`src/hw/bbch_pkg.sv`:
```
package bbch_pkg;
	// ---------------------------------------------------------------
	// geometry
	// ---------------------------------------------------------------
	localparam int unsigned NCH    = 16;          // cell sense channels
	localparam int unsigned RW     = 16;          // result width, signed
	localparam int unsigned AW     = 8;           // register address width

	// ---------------------------------------------------------------
	// register offsets
	// ---------------------------------------------------------------
	localparam logic [7:0] A_POS_LOW   = 8'h00;   // bus_bar_position_low
	localparam logic [7:0] A_POS_HIGH  = 8'h01;   // bus_bar_position_high
	localparam logic [7:0] A_DIAG3     = 8'h02;   // diagnostic_compare_control_three
	localparam logic [7:0] A_SHARED    = 8'h03;   // shared_channel_location
	localparam logic [7:0] A_CTRL      = 8'h04;   // protector / balance enables
	localparam logic [7:0] A_OV_TH     = 8'h05;
	localparam logic [7:0] A_UV_TH     = 8'h06;
	localparam logic [7:0] A_CB_TH     = 8'h07;   // balance stop voltage
	localparam logic [7:0] A_CB_EN     = 8'h08;   // balancing switch requests
	localparam logic [7:0] A_CB_TIME   = 8'h09;   // timer setting, ticks
	localparam logic [7:0] A_CMP_TOL   = 8'h0A;   // main vs aux tolerance
	localparam logic [7:0] A_STATUS    = 8'h0B;   // sticky events, w1c
	localparam logic [7:0] A_MASK      = 8'h0C;
	localparam logic [7:0] A_SW_STATE  = 8'h0D;   // balancing switches now on
	localparam logic [7:0] A_OV_FLAGS  = 8'h0E;
	localparam logic [7:0] A_UV_FLAGS  = 8'h0F;
	localparam logic [7:0] A_CMP_FLAGS = 8'h10;
	localparam logic [7:0] A_BB_MAIN   = 8'h11;   // dedicated pair, main result
	localparam logic [7:0] A_RES_BASE  = 8'h20;   // channel_voltage_result 0..15

	// ---------------------------------------------------------------
	// fields and codes
	// ---------------------------------------------------------------
	localparam logic [1:0] SNK_ON      = 2'h3;    // sink select all-ones
	localparam int unsigned C_OVER_UNDER_VOLTAGE_PROTECTOR_EN  = 0;
	localparam int unsigned C_CB_GO    = 1;
	localparam int unsigned C_VCB_EN   = 2;
	localparam int unsigned C_DIAG_EN  = 3;
	localparam int unsigned S_OV       = 0;
	localparam int unsigned S_UV       = 1;
	localparam int unsigned S_CMP      = 2;
	localparam int unsigned S_BBCMP    = 3;
	localparam int unsigned S_CBDONE   = 4;
	localparam int unsigned NSTAT      = 5;

	// signed result range -2 V .. 5 V at 1 mV per lsb
	localparam logic signed [15:0] V_MIN  = -16'sd2000;
	localparam logic signed [15:0] V_MAX  = 16'sd5000;
	localparam logic signed [15:0] V0_MIN = 16'sd0;   // lowest channel

	// balancing timer tick: 1 ms at 40 MHz
	localparam int unsigned CLK_HZ   = 40_000_000;
	localparam int unsigned TICK_US  = 1000;
	localparam int unsigned TICK_CYC = CLK_HZ / 1_000_000 * TICK_US;
endpackage : bbch_pkg

```
`src/hw/bbch_top.sv`:
```
// Added by the designer: the strobed register port and the register offsets.
module bbch_top (
	// clock and reset
	input  wire logic         clk_in,
	input  wire logic         nrst_in,
	// register port
	input  wire logic [7:0]   addr_in,
	input  wire logic [15:0]  wdata_in,
	input  wire logic         wr_in,
	input  wire logic         rd_in,
	output logic      [15:0]  rdata_out,
	// converter results, one channel per strobe
	input  wire logic         conv_in,
	input  wire logic [3:0]   conv_ch_in,
	input  wire logic signed [15:0] main_in,
	input  wire logic signed [15:0] aux_in,
	input  wire logic         bb_conv_in,
	input  wire logic signed [15:0] bb_main_in,
	input  wire logic signed [15:0] bb_aux_in,
	// pins and events
	output logic              sink_pos_out,
	output logic              sink_neg_out,
	output logic      [15:0]  balancing_switch_out,
	output logic              balancing_complete_flag_out,
	output logic              irq_out
);
	// ---------------------------------------------------------------
	// registers
	// ---------------------------------------------------------------
	logic [15:0] bus_bar_position;
	logic [1:0]  open_wire_sink_select;
	logic [3:0]  shared_channel_location;
	logic [3:0]  ctrl;
	logic signed [15:0] ov_th, uv_th, cb_th;
	logic [15:0] cb_req, cb_time, tol;
	logic [4:0]  status, mask;
	logic [15:0] ov_flags, uv_flags, cmp_flags;
	logic signed [15:0] res [16];
	logic signed [15:0] aux_res [16];
	logic signed [15:0] bb_main;
	logic [15:0] sw_on;
	logic [15:0] cb_ran, next_cb_ran;   // switch already ran for the standing request
	logic [15:0] timer [16];
	logic [15:0] tick_cnt;
	logic        tick;

	logic [15:0] next_bus_bar_position, next_cb_req, next_cb_time, next_tol;
	logic [1:0]  next_sink;
	logic [3:0]  next_shared, next_ctrl;
	logic signed [15:0] next_ov_th, next_uv_th, next_cb_th;
	logic [4:0]  next_status, next_mask;
	logic [15:0] next_ov_flags, next_uv_flags, next_cmp_flags, next_rdata;
	logic signed [15:0] next_res, clamped;
	logic [15:0] next_sw_on, next_tick_cnt;
	logic [15:0] next_timer [16];
	logic [4:0]  ev;
	logic        all_done;

	// ---------------------------------------------------------------
	// functions
	// ---------------------------------------------------------------
	// clamp a conversion to its channel's reportable range
	function automatic logic signed [15:0] bbch_clamp(input logic signed [15:0] v, input logic [3:0] ch);
		logic signed [15:0] lo;
		lo = (ch == 4'h0) ? bbch_pkg::V0_MIN : bbch_pkg::V_MIN;
		if (v < lo) begin
			return lo;
		end
		if (v > bbch_pkg::V_MAX) begin
			return bbch_pkg::V_MAX;
		end
		return v;
	endfunction : bbch_clamp

	// summed value of a bar channel and the cell above it
	function automatic logic signed [15:0] bbch_pair(input logic signed [15:0] a, input logic signed [15:0] b);
		return 16'(a + b);
	endfunction : bbch_pair

	// ---------------------------------------------------------------
	// comparators: per-channel and dedicated pair
	// ---------------------------------------------------------------
	logic        cmp_go, cmp_valid, cmp_fail, bb_valid, bb_fail;
	logic signed [15:0] cmp_main, cmp_aux, cur_main, cur_aux;
	logic [3:0]  cmp_ch, cmp_ch_q;
	logic [3:0]  up;

	// bar channels 0 to 14 compare as bar plus cell above; shared channel main against its aux plus pair main
	always_comb begin
		up       = 4'(conv_ch_in + 4'h1);
		cur_main = bbch_clamp(main_in, conv_ch_in);
		cur_aux  = bbch_clamp(aux_in, conv_ch_in);
		cmp_go   = conv_in && ctrl[bbch_pkg::C_DIAG_EN];
		cmp_ch   = conv_ch_in;
		cmp_main = cur_main;
		cmp_aux  = cur_aux;
		if (bus_bar_position[conv_ch_in] && conv_ch_in != 4'hF) begin
			cmp_main = bbch_pair(cur_main, res[up]);
			cmp_aux  = bbch_pair(cur_aux, aux_res[up]);
		end else if (conv_ch_in == shared_channel_location) begin
			cmp_main = cur_main;
			cmp_aux  = bbch_pair(cur_aux, bb_main);
		end
	end

	bbch_cmp u_cmp (
		.clk_in    (clk_in),
		.nrst_in   (nrst_in),
		.go_in     (cmp_go),
		.main_in   (cmp_main),
		.aux_in    (cmp_aux),
		.tol_in    (tol),
		.valid_out (cmp_valid),
		.fail_out  (cmp_fail)
	);

	bbch_cmp u_bbcmp (
		.clk_in    (clk_in),
		.nrst_in   (nrst_in),
		.go_in     (bb_conv_in && ctrl[bbch_pkg::C_DIAG_EN]),
		.main_in   (bb_main_in),
		.aux_in    (bb_aux_in),
		.tol_in    (tol),
		.valid_out (bb_valid),
		.fail_out  (bb_fail)
	);

	// ---------------------------------------------------------------
	// next-state logic
	// ---------------------------------------------------------------
	always_comb begin
		next_bus_bar_position = bus_bar_position;
		next_sink     = open_wire_sink_select;
		next_shared   = shared_channel_location;
		next_ctrl     = ctrl;
		next_ov_th    = ov_th;
		next_uv_th    = uv_th;
		next_cb_th    = cb_th;
		next_cb_req   = cb_req;
		next_cb_time  = cb_time;
		next_tol      = tol;
		next_mask     = mask;
		next_ov_flags = ov_flags;
		next_uv_flags = uv_flags;
		next_cmp_flags = cmp_flags;
		next_res      = bbch_clamp(main_in, conv_ch_in);
		clamped       = next_res;
		next_sw_on    = sw_on;
		next_cb_ran   = cb_ran;
		next_timer    = timer;
		ev            = '0;
		next_tick_cnt = (tick_cnt == 16'(bbch_pkg::TICK_CYC - 1)) ? '0 : 16'(tick_cnt + 16'h1);
		// register writes
		if (wr_in) begin
			unique case (addr_in)
				bbch_pkg::A_POS_LOW:  next_bus_bar_position[7:0]  = wdata_in[7:0];
				bbch_pkg::A_POS_HIGH: next_bus_bar_position[15:8] = wdata_in[7:0];
				bbch_pkg::A_DIAG3:    next_sink   = wdata_in[1:0];
				bbch_pkg::A_SHARED:   next_shared = wdata_in[3:0];
				bbch_pkg::A_CTRL:     next_ctrl   = wdata_in[3:0];
				bbch_pkg::A_OV_TH:    next_ov_th  = wdata_in;
				bbch_pkg::A_UV_TH:    next_uv_th  = wdata_in;
				bbch_pkg::A_CB_TH:    next_cb_th  = wdata_in;
				bbch_pkg::A_CB_EN:    next_cb_req = wdata_in;
				bbch_pkg::A_CB_TIME:  next_cb_time = wdata_in;
				bbch_pkg::A_CMP_TOL:  next_tol    = wdata_in;
				bbch_pkg::A_MASK:     next_mask   = wdata_in[4:0];
				default: ;
			endcase
		end
		// balancing: one run per request, stop on timer or voltage
		// without the ran mark a stopped switch would re-arm on the next cycle
		if (wr_in && addr_in == bbch_pkg::A_CB_EN) begin
			next_cb_ran = '0;
		end
		for (int i = 0; i < 16; i++) begin
			if (ctrl[bbch_pkg::C_CB_GO] && cb_req[i] && !sw_on[i] && !cb_ran[i]) begin
				next_sw_on[i]  = 1'b1;
				next_cb_ran[i] = 1'b1;
				next_timer[i]  = cb_time;
			end else if (sw_on[i]) begin
				if (tick) begin
					next_timer[i] = 16'(timer[i] - 16'h1);
				end
				if (timer[i] == '0 || (tick && timer[i] == 16'h1)) begin
					next_sw_on[i] = 1'b0;
				end
			end
			if (!ctrl[bbch_pkg::C_CB_GO]) begin
				next_sw_on[i]  = 1'b0;
				next_cb_ran[i] = 1'b0;
				next_timer[i]  = '0;
			end
		end
		// conversion results: voltage checks
		if (conv_in) begin
			if (ctrl[bbch_pkg::C_VCB_EN] && sw_on[conv_ch_in] && !bus_bar_position[conv_ch_in]
			    && clamped <= cb_th) begin
				next_sw_on[conv_ch_in] = 1'b0;
				next_timer[conv_ch_in] = '0;
			end
			if (ctrl[bbch_pkg::C_OVER_UNDER_VOLTAGE_PROTECTOR_EN] && !bus_bar_position[conv_ch_in]) begin
				next_ov_flags[conv_ch_in] = clamped > ov_th;
				next_uv_flags[conv_ch_in] = clamped < uv_th;
				ev[bbch_pkg::S_OV] = clamped > ov_th;
				ev[bbch_pkg::S_UV] = clamped < uv_th;
			end
		end
		if (cmp_valid) begin
			next_cmp_flags[cmp_ch_q] = cmp_fail;
			ev[bbch_pkg::S_CMP] = cmp_fail;
		end
		ev[bbch_pkg::S_BBCMP] = bb_valid && bb_fail;
		ev[bbch_pkg::S_CBDONE] = all_done && !balancing_complete_flag_out;
		// write-one-to-clear, a same-cycle event wins
		next_status = status;
		if (wr_in && addr_in == bbch_pkg::A_STATUS) begin
			next_status = status & ~wdata_in[4:0];
		end
		next_status = next_status | ev;
		// read mux
		next_rdata = '0;
		if (rd_in) begin
			unique case (addr_in)
				bbch_pkg::A_POS_LOW:   next_rdata = {8'h00, bus_bar_position[7:0]};
				bbch_pkg::A_POS_HIGH:  next_rdata = {8'h00, bus_bar_position[15:8]};
				bbch_pkg::A_DIAG3:     next_rdata = {14'h0000, open_wire_sink_select};
				bbch_pkg::A_SHARED:    next_rdata = {12'h000, shared_channel_location};
				bbch_pkg::A_CTRL:      next_rdata = {12'h000, ctrl};
				bbch_pkg::A_OV_TH:     next_rdata = ov_th;
				bbch_pkg::A_UV_TH:     next_rdata = uv_th;
				bbch_pkg::A_CB_TH:     next_rdata = cb_th;
				bbch_pkg::A_CB_EN:     next_rdata = cb_req;
				bbch_pkg::A_CB_TIME:   next_rdata = cb_time;
				bbch_pkg::A_CMP_TOL:   next_rdata = tol;
				bbch_pkg::A_STATUS:    next_rdata = {11'h000, status};
				bbch_pkg::A_MASK:      next_rdata = {11'h000, mask};
				bbch_pkg::A_SW_STATE:  next_rdata = sw_on;
				bbch_pkg::A_OV_FLAGS:  next_rdata = ov_flags;
				bbch_pkg::A_UV_FLAGS:  next_rdata = uv_flags;
				bbch_pkg::A_CMP_FLAGS: next_rdata = cmp_flags;
				bbch_pkg::A_BB_MAIN:   next_rdata = bb_main;
				default: begin
					if (addr_in[7:4] == bbch_pkg::A_RES_BASE[7:4]) begin
						next_rdata = res[addr_in[3:0]];
					end
				end
			endcase
		end
	end

	// ---------------------------------------------------------------
	// state registers
	// ---------------------------------------------------------------
	always_ff @(posedge clk_in) begin
		if (!nrst_in) begin
			bus_bar_position        <= '0;
			open_wire_sink_select   <= '0;
			shared_channel_location <= '0;
			ctrl      <= '0;
			ov_th     <= bbch_pkg::V_MAX;
			uv_th     <= bbch_pkg::V_MIN;
			cb_th     <= bbch_pkg::V_MIN;
			cb_req    <= '0;
			cb_time   <= '0;
			tol       <= '0;
			status    <= '0;
			mask      <= '0;
			ov_flags  <= '0;
			uv_flags  <= '0;
			cmp_flags <= '0;
			sw_on     <= '0;
			cb_ran    <= '0;
			tick_cnt  <= '0;
			bb_main   <= '0;
			cmp_ch_q  <= '0;
			rdata_out <= '0;
			balancing_complete_flag_out <= 1'b0;
			for (int i = 0; i < 16; i++) begin
				timer[i]   <= '0;
				res[i]     <= '0;
				aux_res[i] <= '0;
			end
		end else begin
			bus_bar_position        <= next_bus_bar_position;
			open_wire_sink_select   <= next_sink;
			shared_channel_location <= next_shared;
			ctrl      <= next_ctrl;
			ov_th     <= next_ov_th;
			uv_th     <= next_uv_th;
			cb_th     <= next_cb_th;
			cb_req    <= next_cb_req;
			cb_time   <= next_cb_time;
			tol       <= next_tol;
			status    <= next_status;
			mask      <= next_mask;
			ov_flags  <= next_ov_flags;
			uv_flags  <= next_uv_flags;
			cmp_flags <= next_cmp_flags;
			sw_on     <= next_sw_on;
			cb_ran    <= next_cb_ran;
			tick_cnt  <= next_tick_cnt;
			timer     <= next_timer;
			cmp_ch_q  <= cmp_ch;
			rdata_out <= next_rdata;
			balancing_complete_flag_out <= all_done;
			if (bb_conv_in) begin
				bb_main <= bb_main_in;
			end
			if (conv_in) begin
				res[conv_ch_in]     <= next_res;
				aux_res[conv_ch_in] <= bbch_clamp(aux_in, conv_ch_in);
			end
		end
	end

	// divider tick and completion: flag waits for every switch incl. bar ones
	assign tick     = (tick_cnt == 16'(bbch_pkg::TICK_CYC - 1));
	// done only once every requested switch has run and is off again
	assign all_done = ctrl[bbch_pkg::C_CB_GO] && (cb_req != '0) && (sw_on == '0)
	                  && ((cb_req & ~cb_ran) == '0);

	// outputs: sinks only on the all-ones code
	assign sink_pos_out         = (open_wire_sink_select == bbch_pkg::SNK_ON);
	assign sink_neg_out         = (open_wire_sink_select == bbch_pkg::SNK_ON);
	assign balancing_switch_out = sw_on;
	assign irq_out              = |(status & mask);
endmodule : bbch_top

```
`src/hw/bbch_cmp.sv`:
```
// main-versus-aux compare with tolerance, one stage of flops
module bbch_cmp (
	// clock and reset
	input  wire logic                clk_in,
	input  wire logic                nrst_in,
	// operands
	input  wire logic                go_in,
	input  wire logic signed [15:0]  main_in,
	input  wire logic signed [15:0]  aux_in,
	input  wire logic        [15:0]  tol_in,
	// result
	output logic                     valid_out,
	output logic                     fail_out
);
	logic next_valid;
	logic next_fail;
	logic signed [16:0] diff;

	// absolute difference against tolerance
	always_comb begin
		diff       = 17'(main_in) - 17'(aux_in);
		if (diff < 0) begin
			diff = -diff;
		end
		next_valid = go_in;
		next_fail  = go_in && (diff > $signed({1'b0, tol_in}));
	end

	always_ff @(posedge clk_in) begin
		if (!nrst_in) begin
			valid_out <= 1'b0;
			fail_out  <= 1'b0;
		end else begin
			valid_out <= next_valid;
			fail_out  <= next_fail;
		end
	end
endmodule : bbch_cmp

```
`config.mk`:
```
export PLATFORM = sky130hd
export DESIGN_NAME = bbch_top
export DESIGN_NICKNAME = d
export VERILOG_FILES = /design/src/hw/bbch_pkg.sv /design/src/hw/bbch_top.sv /design/src/hw/bbch_cmp.sv
export SDC_FILE = /design/constraint.sdc
export NUM_CORES = 2
export LEC_CHECK = 0
export BUFFER_PORTS_ARGS = -buffer_cell sky130_fd_sc_hd__buf_2
export CAP_MARGIN = 20
export CORE_MARGIN = 3
export CORE_UTILIZATION = 25
export CTS_BUF_LIST = sky130_fd_sc_hd__clkbuf_4
export CTS_CLUSTER_DIAMETER = 40
export DETAILED_ROUTE_END_ITERATION = 8
export PLACE_DENSITY = 0.48
export SLEW_MARGIN = 20
export SYNTH_ARGS = -nofsm -noshare
export SYNTH_HDL_FRONTEND = slang
export SYNTH_SLANG_ARGS = --single-unit
```
`constraint.sdc`:
```
create_clock -name clk_in -period 19.5 [get_ports clk_in]
set_clock_uncertainty 0.2 [all_clocks]
set_input_delay 4.875 -clock clk_in [delete_from_list [all_inputs] [get_ports clk_in]]
set_output_delay 4.875 -clock clk_in [all_outputs]
set_load 0.05 [all_outputs]
```
Word-level counts from Yosys, hierarchy flattened
Memory sizes are Yosys's and may differ from the RTL's.
Cells that the tools add are included.
{ "classes": {"addsub": 25, "order_cmp": 17, "n_eq_ne": 38, "n_mux": 207, "bitwise_logic": 12, "n_reduce_logical": 189} }
{ "ops": {"columns": ["op", "count"], "rows": [
  ["$mux 16", 87],
  ["$mux 256", 2],
  ["$logic_not 16->1", 18],
  ["$pmux 16 s18", 1],
  ["$and 256x256->256", 1],
  ["$eq 16x1->1 const B", 16],
  ["$not 256->256", 1],
  ["$sub 16x1->16 const B", 16],
  ["$mux 1", 102],
  ["$logic_and 1x1->1", 83],
  ["$demux 16 s4", 1],
  ["$eq 8x4->1 const B", 8],
  ["$add 16x16->16", 3],
  ["$bwmux 16", 3],
  ["$lt 16x16->1", 3],
  ["$gt 17x17->1", 2],
  ["$logic_not 1->1", 34],
  ["$lt 17x1->1 const B", 2],
  ["$mux 17", 2],
  ["$neg 17->17", 2],
  ["$sub 16x16->17", 2],
  ["$and 16x16->16", 2],
  ["$eq 8x3->1 const B", 4],
  ["$gt 16x14->1 const B", 2],
  ["36 further kinds", 91]
]} }
{ "word_totals": {"regBits": 525, "ram_bits": 512, "output_inout_bits": 36, "n_memories": 2} }
{ "mem_list": {"columns": ["memory", "words", "word_bits", "rd", "rd_ports_with_merged_regs", "write_ports", "line_no", "rtl"], "rows": [
  ["aux_res", 16, 16, 1, 0, 16, "bbch_top.sv:39", "logic signed [15:0] aux_res [16];"],
  ["res", 16, 16, 2, 0, 16, "bbch_top.sv:38", "logic signed [15:0] res [16];"]
]} }

Logic depth before layout (Yosys ltp)
{ "depth": {"depth_word": 15, "depth_mapped": 50, "mapped_depth_nobuf": 43} }

Hierarchy
A second synthesis with hierarchy kept.
{ "unflattened": {"hier_cells": 5604, "hier_area_um2": 56887.1} }
{ "by_module_without_submodules": {"columns": ["mod", "n_inst", "cells_per_inst", "area_each_um2"], "rows": [
  ["bbch_top", 1, 5120, 53356.2],
  ["bbch_cmp", 2, 242, 1765.4]
]} }

Least setup slack after synthesis
Ideal clock, no wire load.
{ "synth_timing": {"path_kind": "input-to-reg", "start": "input conv_ch_in[0]", "end": "register u_cmp.fail_out", "setup_time_ns": 0.125, "arrival_time_ns": 14.881, "t_required_ns": 19.175, "setup_slack_ns": 4.294, "path_stages": 48, "n_path_buf": 7, "cell_sequence": "clkbuf_1 > buf_2 > buf_1 > clkbuf_1 > clkbuf_1 > inv_1 > ha_1 > or3b_4 > clkinv_2 > clkbuf_1 > ha_1 > and4_1 > o311ai_0 > a221o_1 > a31o_1 > nand2_1 > inv_1 > nor2_1 > [12 not listed] > ha_1 > o2111ai_1 > nand2b_1 > a311oi_1 > a41o_1 > nor4_1 > a21oi_1 > nor2_1 > xnor2_1 > ha_1 > o21a_1 > o21a_1 > o21ai_0 > a21oi_1 > o221ai_1 > a211oi_1 > o41a_1 > o41a_1"} }
{ "synth_between": {"elab_cells_between_ends": 34, "cone_classes": "add/sub (6); order compare (4); eq/ne (2); mux (17); reduce/logical (3); memory (2)"} }
{ "synth_lines": {"columns": ["element", "line_no", "rtl"], "rows": [
  ["start: declaration", "bbch_top.sv:14", "input wire logic [3:0] conv_ch_in,"],
  ["$logic_not 4->1 *", null, null],
  ["$mux 16 *", null, null],
  ["$lt 16x16->1 *", null, null],
  ["$mux 1 *", null, null],
  ["$mux 16 *", null, null],
  ["net clamped[2]", "bbch_top.sv:53", "logic signed [15:0] next_res, clamped;"],
  ["$add 16x16->16", "bbch_top.sv:77", "return 16'(a + b);"],
  ["$mux 16 *", "bbch_top.sv:97", "if (bus_bar_position[conv_ch_in] && conv_ch_in != 4'hF) begin"],
  ["$sub 16x16->17 *", "bbch_cmp.sv:21", "diff = 17'(main_in) - 17'(aux_in);"],
  ["$neg 17->17 / $lt 17x1->1 (equally long branches)", "bbch_cmp.sv:23, bbch_cmp.sv:22", null],
  ["$mux 17 *", "bbch_cmp.sv:22", "if (diff < 0) begin"],
  ["$gt 17x17->1 *", "bbch_cmp.sv:26", "next_fail = go_in && (diff > $signed({1'b0, tol_in}));"],
  ["$logic_and 1x1->1 *", "bbch_cmp.sv:26", null],
  ["end signal: assignment", "bbch_cmp.sv:35", "fail_out <= next_fail;"],
  ["end: declaration", "bbch_cmp.sv:13", "output logic fail_out"]
]} }
Mark *: on every way through the listed nets, which the timed path passes. The rest lies on a longest branch. The select of a mux whose other input is x is not followed.
A chain may end at the register's enable or synchronous reset.

Worst setup path after layout
Same ends and word-level chain as after synthesis.

==> out/metrics.csv <==
metric,value,unit
ys_seq_elements,1037,
cts_sinks,1037,
post-route-min-period,14.77,ns
place_congestion,0.901,
ys_types,80,
fmax,67.7,MHz
cts_tree,done,
cts_resized,0,
cpMostUsedCell,ha_1,
synth.largest_area_cell,edfxtp_1,
cts_hold_buf,0,
p_per_area,83.2,mW/mm^2
insertion_delay,1.34,ns
die-area,0.230,mm^2
drc,0,
slew_viol_final,0,
crit_slowest_cell,o41ai_1,
path_max_fanout,52,
htree_levels,5,
rsz0062_at_grt,no,
endpoint_kind,flop,
multi_input_area,0.0283,mm^2
die_w,480,um
critPathMaxStageDelay,0.64,ns
gr-total-overflow,0,
start_kind,input pin,
cts_root_buf,clkbuf_4,
dominantRegCellSynth,dfxtp_1,
fin_crit_sh,75.7,%
post-cts-setup-buffer-count,0,
irDropWorstVdd,0.0000526,V
grt_pass1_wl,315,mm
hp-class,flop to flop,
seq_area_frac_synth,46.1,%
grt.total_usage,18.5,%
firstDrtPassIters,8,
avgViaCountPerCell,5.15,
via_count,46528,
wl_per_cell,24.2,um
maxCapViolations,0,
cts_made_buffers,323,
setup_viol,0,
worstMarginPinSlew,1.19,ns
synth_edf_count,512,
rows,173,
syn_avg_cell_area,9.98,um^2
synthArstFlopShare,0,%
dp_hpwl,141,mm
final_cell_mix,"nor2_1 (1,020), dfxtp_1 (520), edfxtp_1 (512)",
io_buffers,133,
cp.arrival,15.79,ns
largestRegisters,"aux_res: 256 flops, res: 256 flops, timer: 256 flops",
slew_headroom,20.8,%
drive_above_1_share,18.8,%
synth.top_cell.area_share,27.4,%
layout.area.seq,0.0259,mm^2
antenna_found_initial,33,
drt_iter0_markers,5251,
initial_utilization,25.2,%
fillerInstances,23269,
critical_path_class,input pin to flop,
fin_tns_setup,0,ns
hold_viol,0,
die_height,480,um
grt_max_degree,65,
io_pins,134,
wirelength,219,mm
syn_inst,5618,
ant_nets,0,
p_leak,23.1,nW
placed_area,0.0604,mm^2
area_growth,14.6,%
required,20.52,ns
status,finished clean,
final_util,28.9,%
path_clk_slew,0.06,ns
nets,6134,
stdcell_area,0.0643,mm^2
final_common_cell,nor2_1,
clock_path_buffers,4,
synth.net_count,5919,
fp.coreArea,0.223,mm^2
ys_top_cells_by_area,"edfxtp_1 (27%), dfxtp_1 (19%), mux4_2 (10%), nor2_1 (6.9%), ha_1 (4.4%)",
ys_warn_count,0,
first_global_vias,45121,
synth_area,0.0561,mm^2
## path summary, 6_finish.rpt
check	depth (start not counted)	to	from	slack [ns]
worst min-delay path	2	cb_ran[0]	cb_ran[0]	0.25
worst max-delay path	42	u_cmp.fail_out	conv_ch_in[0]	4.73
worst min register to register	2	cb_ran[0]	cb_ran[0]	0.25
worst max register to register	30	u_cmp.fail_out	res[0][0]	11.64
## cell families (layout without fill, tap and decap cells)
| group | Yosys count | count (layout) | synth area share, % |
|---|---|---|---|
| XOR/XNOR | 305 | 305 | 4.76 |
| other | 0 | 14 | 0 |
| AND/OR/NAND/NOR | 2177 | 2177 | 17.2 |
| AO/OA/AOI/OAI | 1036 | 1036 | 12.6 |
| flip-flops | 1037 | 1037 | 46.1 |
| multiplexers | 290 | 290 | 10.8 |
| adder cells (fa/ha/maj) | 203 | 203 | 4.59 |
| buffers and inverters | 570 | 989 | 3.90 |
## through the flow
stage / worst slack (ns) / std cells / power [mW] / hold slack (ns)
after floorplan: 4.29 / 5618 / 2.98 / 0.230
after global placement: 3.52 / 8479 / 3.26 / 0.241
after detailed placement: 3.45 / 8480 / 3.27 / 0.246
after CTS: 4.93 / 9009 / 5.40 / 0.253
after global routing: 3.84 / 9019 / 5.60 / 0.273
final: 4.73 / 9026 / 5.35 / 0.250
## synthesized netlist by cell type (all sizes together), types with 113 or more instances
cell / count
nor2: 1024
dfxtp: 525
edfxtp: 512
nand2: 486
clkbuf: 340
mux4: 250
a21oi: 233
xnor2: 213
ha: 198
inv: 184
a211oi: 180
o21ai: 154
nand3: 146
a21boi: 122
nor3: 113
## final cells by class
type	count	area share [%]
diodes	14	0.0545
clock buffers	454	5.30
clock inverters	75	0.633
inverters	185	1.08
multi-input cells	4011	44.1
flip-flops and latches	1037	40.3
well taps	2975	5.79
repair buffers	275	2.75
## worst max-delay path: cells and delay by family
family,cells,cell delay (ns)
xor+xnor,2,0.29
fa+ha+maj,5,1.77
buf+inv,5,1.39
compound gates,20,4.78
simple gates,10,2.61
## per-layer routing
| layer | global-route usage, % | share of wire (%) | up-vias | wire length, um |
|---|---|---|---|---|
| met4 | 6.90 | 3.6 | 10 | 7840 |
| met5 | 0 | 0.030 | - | 66 |
| met1 | 24.2 | 41 | 22976 | 90500 |
| met3 | 4.14 | 8.7 | 451 | 19000 |
| li1 | - | - | 20987 | - |
| met2 | 29.8 | 46 | 2104 | 101000 |
## power breakdown
part	internal (mW)	total, mW	switching (mW)
registers	2.35	2.39	0.0325
logic	0.334	0.846	0.511
clock network	1.11	2.12	1.00
(Power assumes the default switching activity.)
